--- config.mk ---
export PLATFORM = sky130hd
export DESIGN_NAME = i2cxm_top
export DESIGN_NICKNAME = d
export VERILOG_FILES = /design/src/hw/i2cxm_pkg.sv /design/src/hw/i2cxm_baud.sv /design/src/hw/i2cxm_top.sv
export VERILOG_INCLUDE_DIRS = /design/src /design/src/hw
export SDC_FILE = /design/constraint.sdc
export NUM_CORES = 1
export LEC_CHECK = 0
export ABC_AREA = 1
export ABC_CLOCK_PERIOD_IN_PS = 2200
export BUFFER_PORTS_ARGS = -buffer_cell sky130_fd_sc_hd__buf_2
export CAP_MARGIN = 10
export CORE_ASPECT_RATIO = 1.2
export CORE_MARGIN = 2
export CORE_UTILIZATION = 37
export CTS_BUF_LIST = sky130_fd_sc_hd__clkbuf_2
export CTS_CLUSTER_DIAMETER = 80
export DETAILED_ROUTE_END_ITERATION = 7
export GPL_TIMING_DRIVEN = 0
export MAX_ROUTING_LAYER = met4
export SLEW_MARGIN = 20
export SYNTH_ARGS = -nofsm -noshare
export SYNTH_HDL_FRONTEND = slang
export SYNTH_HIERARCHICAL = 1
export SYNTH_SLANG_ARGS = --single-unit
--- constraint.sdc ---
create_clock -name clk_in -period 2.2 [get_ports clk_in]
set_input_delay 0.55 -clock clk_in [delete_from_list [all_inputs] [get_ports clk_in]]
set_output_delay 0.55 -clock clk_in [all_outputs]
set_load 0.005 [all_outputs]
--- src/hw/i2cxm_map.svh ---
// Purpose: Timing constants for the two-wire serial port
// Assumes: 100 MHz system clock
// Notes: Definitions only
`ifndef I2CXM_MAP_SVH
`define I2CXM_MAP_SVH

// ----------------------------------------
// Clock and collision window timing
// ----------------------------------------
`define I2CXM_CLK_NS 10
`define I2CXM_TCY_NS 40
`define I2CXM_WRITE_COLLISION_FLAG_TCY 2
`define I2CXM_WRITE_COLLISION_FLAG_WIN_CYC ((`I2CXM_WRITE_COLLISION_FLAG_TCY * `I2CXM_TCY_NS + `I2CXM_CLK_NS - 1) / `I2CXM_CLK_NS)

// ----------------------------------------
// Byte framing
// ----------------------------------------
`define I2CXM_BITS_PER_BYTE 8
`define I2CXM_RW_BIT 0

`endif

--- src/hw/i2cxm_pkg.sv ---
// Purpose: Types for the two-wire serial port
// Assumes: Nothing
// Notes: One-hot state codes
package i2cxm_pkg;

	// ----------------------------------------
	// Port state machine
	// ----------------------------------------
	typedef enum logic [6:0] {
		ST_IDLE   = 7'h01,
		ST_SADDR  = 7'h02,
		ST_SACK   = 7'h04,
		ST_SRX    = 7'h08,
		ST_STX    = 7'h10,
		ST_STXACK = 7'h20,
		ST_MTX    = 7'h40
	} i2cxm_state_t;

endpackage

--- src/hw/i2cxm_baud.sv ---
// Purpose: Baud rate generator, one tick per rollover
// Assumes: Reload held stable while counting
// Notes: Period is reload plus one cycles
`timescale 1ns/100ps

module i2cxm_baud (
	input wire logic clk_in,
	input wire logic reset_n_in,
	input wire logic enable_in,
	input wire logic [7:0] reload_in,
	output logic tick_out
);

	logic [7:0] count_r;
	logic [7:0] count_nxt;

	// ----------------------------------------
	// Down counter, reloads when idle or on rollover
	// ----------------------------------------
	always_comb begin
		tick_out = enable_in && (count_r == 8'h00);
		if (!enable_in || tick_out) begin
			count_nxt = reload_in;
		end else begin
			count_nxt = count_r - 8'h01;
		end
	end

	// Counter register
	always_ff @(posedge clk_in or negedge reset_n_in) begin
		if (!reset_n_in) begin
			count_r <= 8'h00;
		end else begin
			count_r <= count_nxt;
		end
	end

endmodule // i2cxm_baud

--- src/hw/i2cxm_top.sv ---
// Purpose: Two-wire port: slave receive/transmit and master transmit
// Assumes: Start condition for master mode made elsewhere; SCL low on entry
// Notes: Open-drain pins as input, output, output enable
`timescale 1ns/100ps
`include "i2cxm_map.svh"

module i2cxm_top (
	input wire logic clk_in,
	input wire logic reset_n_in,
	input wire logic scl_in,
	output logic scl_out,
	output logic scl_oe_out,
	input wire logic sda_in,
	output logic sda_out,
	output logic sda_oe_out,
	input wire logic master_mode_in,
	input wire logic stretch_enable_in,
	input wire logic [6:0] own_address_in,
	input wire logic [7:0] baud_reload_in,
	input wire logic buf_wr_in,
	input wire logic [7:0] buf_wdata_in,
	input wire logic buf_rd_in,
	input wire logic clock_release_set_in,
	input wire logic int_clr_in,
	input wire logic write_collision_flag_clr_in,
	input wire logic ovf_clr_in,
	output logic [7:0] serial_data_buffer_out,
	output logic buffer_full_flag_out,
	output logic receive_overflow_flag_out,
	output logic write_collision_flag_out,
	output logic port_interrupt_flag_out,
	output logic read_write_out,
	output logic acknowledge_status_bit_out,
	output logic clock_release_bit_out
);

	localparam logic [3:0] WIN_CYC = 4'(`I2CXM_WRITE_COLLISION_FLAG_WIN_CYC);
	localparam logic [3:0] LAST_BIT = 4'(`I2CXM_BITS_PER_BYTE);

	// Seven-bit address compare against own address
	function automatic logic addr_match(input logic [7:0] byte_v, input logic [6:0] own_v);
		addr_match = (byte_v[7:1] == own_v);
	endfunction

	// ----------------------------------------
	// Pin synchronisers and edge detection
	// ----------------------------------------
	logic scl_s1_r, scl_s2_r, scl_d_r, sda_s1_r, sda_s2_r, sda_d_r;
	logic scl_rise, scl_fall, start_det, stop_det;

	always_ff @(posedge clk_in or negedge reset_n_in) begin
		if (!reset_n_in) begin
			scl_s1_r <= 1'b1;
			scl_s2_r <= 1'b1;
			scl_d_r <= 1'b1;
			sda_s1_r <= 1'b1;
			sda_s2_r <= 1'b1;
			sda_d_r <= 1'b1;
		end else begin
			scl_s1_r <= scl_in;
			scl_s2_r <= scl_s1_r;
			scl_d_r <= scl_s2_r;
			sda_s1_r <= sda_in;
			sda_s2_r <= sda_s1_r;
			sda_d_r <= sda_s2_r;
		end
	end

	// Edges only from the second stage onward
	always_comb begin
		scl_rise = scl_s2_r && !scl_d_r;
		scl_fall = !scl_s2_r && scl_d_r;
		start_det = scl_s2_r && scl_d_r && sda_d_r && !sda_s2_r;
		stop_det = scl_s2_r && scl_d_r && !sda_d_r && sda_s2_r;
	end

	// ----------------------------------------
	// Port state
	// ----------------------------------------
	i2cxm_pkg::i2cxm_state_t state_r, state_nxt;
	logic [7:0] shift_r, shift_nxt, buf_r, buf_nxt;
	logic [3:0] bitcnt_r, bitcnt_nxt, win_r, win_nxt;
	logic bf_r, bf_nxt, ov_r, ov_nxt, write_collision_flag_r, write_collision_flag_nxt, int_r, int_nxt;
	logic rw_r, rw_nxt, ckp_r, ckp_nxt, ackst_r, ackst_nxt, ackdrv_r, ackdrv_nxt;
	logic run_r, run_nxt, high_r, high_nxt;
	logic shifting, brg_en, brg_tick;

	// Baud rate generator, held at reload while a slave holds SCL low
	assign brg_en = run_r && (!high_r || scl_s2_r);

	i2cxm_baud u_baud (
		.clk_in(clk_in),
		.reset_n_in(reset_n_in),
		.enable_in(brg_en),
		.reload_in(baud_reload_in),
		.tick_out(brg_tick)
	);

	// Shifter busy, buffer writes collide
	assign shifting = (state_r == i2cxm_pkg::ST_STX && ckp_r) || (state_r == i2cxm_pkg::ST_MTX && run_r);

	// Next-state logic: clears first, hardware sets after so sets win
	always_comb begin
		state_nxt = state_r;
		shift_nxt = shift_r;
		buf_nxt = buf_r;
		bitcnt_nxt = bitcnt_r;
		bf_nxt = bf_r;
		ov_nxt = ov_r;
		write_collision_flag_nxt = write_collision_flag_r;
		int_nxt = int_r;
		rw_nxt = rw_r;
		ckp_nxt = ckp_r;
		ackst_nxt = ackst_r;
		ackdrv_nxt = ackdrv_r;
		run_nxt = run_r;
		high_nxt = high_r;
		win_nxt = (win_r != 4'h0) ? win_r - 4'h1 : 4'h0;
		if (int_clr_in) begin
			int_nxt = 1'b0;
		end
		if (write_collision_flag_clr_in) begin
			write_collision_flag_nxt = 1'b0;
		end
		if (ovf_clr_in) begin
			ov_nxt = 1'b0;
		end
		if (buf_rd_in && !master_mode_in) begin
			bf_nxt = 1'b0;
		end
		// Buffer write: load or collide
		if (buf_wr_in) begin
			if (shifting) begin
				write_collision_flag_nxt = 1'b1;
				win_nxt = WIN_CYC;
				if (win_r != 4'h0) begin
					buf_nxt = buf_wdata_in;
				end
			end else begin
				buf_nxt = buf_wdata_in;
				shift_nxt = buf_wdata_in;
				bf_nxt = 1'b1;
				if (master_mode_in) begin
					state_nxt = i2cxm_pkg::ST_MTX;
					run_nxt = 1'b1;
					high_nxt = 1'b0;
					bitcnt_nxt = 4'h0;
				end
			end
		end
		case (state_r)
			i2cxm_pkg::ST_SADDR: begin
				if (scl_rise) begin
					shift_nxt = {shift_r[6:0], sda_s2_r};
					bitcnt_nxt = bitcnt_r + 4'h1;
				end else if (scl_fall && bitcnt_r == LAST_BIT) begin
					if (!addr_match(shift_r, own_address_in)) begin
						state_nxt = i2cxm_pkg::ST_IDLE;
					end else if (!shift_r[`I2CXM_RW_BIT] && (bf_r || ov_r)) begin
						state_nxt = i2cxm_pkg::ST_IDLE;
					end else begin
						buf_nxt = shift_r;
						bf_nxt = !shift_r[`I2CXM_RW_BIT];
						rw_nxt = shift_r[`I2CXM_RW_BIT];
						ackdrv_nxt = 1'b1;
						state_nxt = i2cxm_pkg::ST_SACK;
					end
				end
			end
			i2cxm_pkg::ST_SACK: begin
				if (scl_fall) begin
					ackdrv_nxt = 1'b0;
					int_nxt = 1'b1;
					bitcnt_nxt = 4'h0;
					if (rw_r) begin
						ckp_nxt = 1'b0;
						state_nxt = i2cxm_pkg::ST_STX;
					end else begin
						state_nxt = i2cxm_pkg::ST_SRX;
						if (stretch_enable_in) begin
							ckp_nxt = 1'b0;
						end
					end
				end
			end
			i2cxm_pkg::ST_SRX: begin
				if (scl_rise) begin
					shift_nxt = {shift_r[6:0], sda_s2_r};
					bitcnt_nxt = bitcnt_r + 4'h1;
				end else if (scl_fall && bitcnt_r == LAST_BIT) begin
					if (bf_r || ov_r) begin
						ov_nxt = 1'b1;
					end else begin
						buf_nxt = shift_r;
						bf_nxt = 1'b1;
						ackdrv_nxt = 1'b1;
					end
					state_nxt = i2cxm_pkg::ST_SACK;
				end
			end
			i2cxm_pkg::ST_STX: begin
				if (scl_fall && ckp_r) begin
					shift_nxt = {shift_r[6:0], 1'b0};
					bitcnt_nxt = bitcnt_r + 4'h1;
					if (bitcnt_r == LAST_BIT - 4'h1) begin
						bf_nxt = 1'b0;
						state_nxt = i2cxm_pkg::ST_STXACK;
					end
				end
			end
			i2cxm_pkg::ST_STXACK: begin
				if (scl_rise && sda_s2_r) begin
					state_nxt = i2cxm_pkg::ST_IDLE;
					rw_nxt = 1'b0;
					bf_nxt = 1'b0;
				end else if (scl_fall) begin
					int_nxt = 1'b1;
					ckp_nxt = 1'b0;
					bitcnt_nxt = 4'h0;
					state_nxt = i2cxm_pkg::ST_STX;
				end
			end
			i2cxm_pkg::ST_MTX: begin
				if (brg_tick) begin
					if (!high_r) begin
						high_nxt = 1'b1;
					end else if (bitcnt_r == LAST_BIT) begin
						high_nxt = 1'b0;
						ackst_nxt = sda_s2_r;
						int_nxt = 1'b1;
						// Count stays on the ack bit so SDA floats while held
						run_nxt = 1'b0;
					end else begin
						high_nxt = 1'b0;
						shift_nxt = {shift_r[6:0], 1'b0};
						bitcnt_nxt = bitcnt_r + 4'h1;
						if (bitcnt_r == LAST_BIT - 4'h1) begin
							bf_nxt = 1'b0;
						end
					end
				end
			end
			default: begin
			end
		endcase
		if (!master_mode_in && start_det) begin
			state_nxt = i2cxm_pkg::ST_SADDR;
			bitcnt_nxt = 4'h0;
			ackdrv_nxt = 1'b0;
		end else if (!master_mode_in && stop_det) begin
			state_nxt = i2cxm_pkg::ST_IDLE;
			ackdrv_nxt = 1'b0;
		end
		if (clock_release_set_in) begin
			ckp_nxt = 1'b1;
		end
	end

	// State registers
	always_ff @(posedge clk_in or negedge reset_n_in) begin
		if (!reset_n_in) begin
			state_r <= i2cxm_pkg::ST_IDLE;
			shift_r <= 8'h00;
			buf_r <= 8'h00;
			bitcnt_r <= 4'h0;
			win_r <= 4'h0;
			bf_r <= 1'b0;
			ov_r <= 1'b0;
			write_collision_flag_r <= 1'b0;
			int_r <= 1'b0;
			rw_r <= 1'b0;
			ckp_r <= 1'b1;
			ackst_r <= 1'b0;
			ackdrv_r <= 1'b0;
			run_r <= 1'b0;
			high_r <= 1'b0;
		end else begin
			state_r <= state_nxt;
			shift_r <= shift_nxt;
			buf_r <= buf_nxt;
			bitcnt_r <= bitcnt_nxt;
			win_r <= win_nxt;
			bf_r <= bf_nxt;
			ov_r <= ov_nxt;
			write_collision_flag_r <= write_collision_flag_nxt;
			int_r <= int_nxt;
			rw_r <= rw_nxt;
			ckp_r <= ckp_nxt;
			ackst_r <= ackst_nxt;
			ackdrv_r <= ackdrv_nxt;
			run_r <= run_nxt;
			high_r <= high_nxt;
		end
	end

	// ----------------------------------------
	// Pin drive and status outputs
	// ----------------------------------------
	always_comb begin
		scl_out = 1'b0;
		sda_out = 1'b0;
		scl_oe_out = (state_r == i2cxm_pkg::ST_MTX && !high_r) ||
			(!master_mode_in && !ckp_r && state_r != i2cxm_pkg::ST_IDLE);
		sda_oe_out = ackdrv_r ||
			(state_r == i2cxm_pkg::ST_STX && !shift_r[7]) ||
			(state_r == i2cxm_pkg::ST_MTX && bitcnt_r != LAST_BIT && !shift_r[7]);
	end

	assign serial_data_buffer_out = buf_r;
	assign buffer_full_flag_out = bf_r;
	assign receive_overflow_flag_out = ov_r;
	assign write_collision_flag_out = write_collision_flag_r;
	assign port_interrupt_flag_out = int_r;
	assign read_write_out = rw_r;
	assign acknowledge_status_bit_out = ackst_r;
	assign clock_release_bit_out = ckp_r;
endmodule // i2cxm_top

==> impl_metrics.tcl <==
set metrics [dict create \
    place.detailed.instances 667 \
    synth-edff-count 0 \
    max-clock-path-buffers 2 \
    grt_pass1_vias 3258 \
    post_route_cells_drive_above_1_share_pct 28.9 \
    layoutNonFillerInstCount 698 \
    routed_wl_mm 8.94 \
    seq_area_frac_synth_pct 38.4 \
    post-route-period-util_pct 106 \
    synth-warning-count 6 \
    min-delay-path-class "in -> async" \
    clk_pin_slew_ns 0.30 \
    drtIter0Drc 199 \
    cp_cell_sequence "inv_2, nand2_4, nor3_2, nand2_1, a32o_1, buf_2" \
    status "finished, violations left" \
    fin_worst_hold_slack_ns 0.0429 \
    htree_num_levels 2 \
    mappedNetlistArea_um2 3610 \
    final_period_minus_worst_setup_slack_ns 2.34 \
    final.setup.tns_ns -0.250 \
    layout.filler_cells 1024 \
    global_route.overflow_total 0 \
    firstDrtPassIters 4 \
    netlist.area_leader.share_pct 32.5 \
    max-slew-margin-rel_pct 52.9 \
    fin_ws_ns -0.141 \
    cpMaxStageDelayCell "dfrtp_1" \
    synth-async-reset-ratio_pct 100 \
    worst-endpoint-arrival_ns 1.79 \
    remaining_drc_errors 0 \
    track_usage_pct 18.4 \
    critical_path.startpoint_type "flip-flop" \
    synthesized_instance_count 492 \
    detailedPlacementHpwl_mm 6.75 \
    cp_data_required_time_ns 1.65 \
    grt_start_max_net_pins 56 \
    detail-route-antenna-nets 0 \
    cellPowerDensity_nw_per_um2 1040 \
    drt-vias-per-instance 4.71 \
    clock_skew_ns 0.0326 \
    failing_checks "negative setup slack" \
    tritoncts "done" \
    dominant_register_cell_in_the_synthesized_netlist "dfrtp_1" \
    static-leakage-power_nw 2.31 \
    endpoint_kind "output port" \
    io_buffer_count 51 \
    die_area_um2 10600 \
    clk_latency_ns 0.50 \
    diodes_inserted 0 \
    cts_inserted_buffers 5 \
    dieWidth_um 94.2 \
    rsz0062_at_grt "yes" \
    synthDistinctLibCells 39 \
    numClockSinks 55 \
    gp_routability_congestion 0.948 \
    dieHeight_um 112 \
    worstSetupPathType "reg -> out" \
    placement_row_count 39 \
    synth.top_cells.by_area "dfrtp_1 33%, nand2_1 15%, dfstp_2 5.8%" \
    syn_to_final_growth_pct 18.5 \
    clk_root_buffer_cell "clkbuf_2" \
    timing.max_cap.violations 0 \
    avgRoutedWirePerCell_um 12.8 \
    peakVddDrop_uv 418 \
    synth_area_leader_cell "dfrtp_1" \
    initial_utilization_pct 38.0 \
    dr_total_vias 3291 \
    worst_pin_slew_ns 0.707 \
    worst-path-max-fanout 3 \
    top_level_ports 54 \
    setup_violations 2 \
    worst_path_largest_cell_delay_ns 0.47 \
    slew_violations 0 \
    initial_antenna_violation_count 0 \
    post_synth.cell_area_avg_um2 7.35 \
    placeable_core_region_um2 9520 \
    num-nets-final 613 \
    timing_hold_violations_final 0 \
    cts_hold_buffers 0 \
    max_clock_freq_ghz 0.427 \
    first_pass_grt_wire_length_mm 15.1 \
    number_of_synthesized_register_bits 55 \
    dp_worst_setup_slack_ns 0.115 \
]
-- worst paths after layout --
check                      startpoint                end  slack, ns  cells after the start
max                        state_r[3]         scl_oe_out      -0.14                      6
min in group clk_in            sda_in           sda_s1_r       0.12                      1
max in group asynchronous  reset_n_in  u_baud/count_r[2]       1.67                      1
min                        reset_n_in           win_r[2]       0.04                      1
max reg2reg                state_r[0]         shift_r[6]       0.14                     12
min reg2reg                  scl_s1_r           scl_s2_r       0.38                      0
-- routing by layer --
| metal | global-route usage [%] | vias up | part of all wire, % |
|---|---|---|---|
| met4 | 4.64 | 0 | 1.2 |
| met1 | 22.2 | 1503 | 44 |
| met3 | 2.68 | 8 | 4.6 |
| met2 | 32.2 | 76 | 50 |
| li1 | - | 1704 | - |
| met5 | - | - | 0 |
-- state kept, by name, summed over array words and instances, names as in the netlist, 4 cells and up --
| name | count |
|---|---|
| win_r | 4 |
| serial_data_buffer_out | 8 |
| shift_r | 8 |
| bitcnt_r | 4 |
| u_baud/count_r | 8 |
| state_r | 7 |
-- report_power, final --
group          switching (mW)  leakage (nW)  total [mW]  internal, mW
registers               0.304         0.662        1.67          1.37
clock network           0.340        0.0290       0.420        0.0804
logic                    1.38          1.62        2.35         0.976
-- metrics by stage --
step                util, %  power (mW)  cell area (um^2)
CTS                    44.2        4.42              4210
finish                 45.0        4.44              4280
global placement       42.3        3.77              4030
detailed placement     42.4        3.82              4030
floorplan                 -        3.24              3620
global route           45.0        4.88              4280
-- worst max-delay path, delay by kind of cell (launching register included) --
kind            cells  cell delay, ns
simple gates        3            0.35
flops               1            0.47
buf+inv             2            0.22
compound gates      1            0.25
-- synth_stat cells, types with 10 or more instances --
cell type  instances
nor3_1            10
nand2_2           15
nor2_1            45
inv_2             17
a21oi_1           12
dfrtp_1           47
o21ai_0           20
inv_1             50
nand2_1          146
o21ai_1           14
nand3_1           29
-- layout make-up --
class,count,area [um^2],share of cell area (%)
timing repair buffer,74,430,10.0
multi-input combinational,365,1960,45.7
inverter,68,268,6.25
clock inverter,2,12.5,0.292
sequential,55,1390,32.4
buffer,5,45.0,1.05
clock buffer,6,30.0,0.701
tap,123,154,3.59
-- logic make-up (layout without fill, tap and decap cells) --
logic type                 count (synthesis)  after routing  synth area share (%)
adders and majority gates                  4              4                  1.38
and+or+nand+nor                          287            287                  39.4
other                                      1              2                 0.104
DFF                                       55             55                  38.4
xor gates and xnor gates                  12             12                  2.91
buffers and inverters                     73            155                  8.51
AOI/OAI and AO/OA                         60             60                  9.38
-- placed cells by master, fill, tap and decap left out, types with 3 or more instances in the layout --
master	n
nand2_4	10
nor3_1	9
o21ai_0	20
dfrtp_1	46
or2_1	7
a21oi_1	12
o21ai_1	14
inv_2	15
clkbuf_2	6
inv_1	50
buf_2	50
nand3_1	29
xor2_1	4
nor2_8	3
nand2_1	146
xnor2_1	8
o211ai_1	6
dfstp_2	8
nor2_2	6
nand3_2	7
buf_4	27
nor2_1	42
nand2_2	13
ha_1	4
nor2_4	6
-- repair_timing --
item | in CTS | in global routing
buffers inserted | 15 | 8
gates resized for setup | 5 | 6
endpoints found under the setup margin | 2 | 13
pin swaps | 7 | 4
No activity file was read; power rests on OpenSTA's default activity.
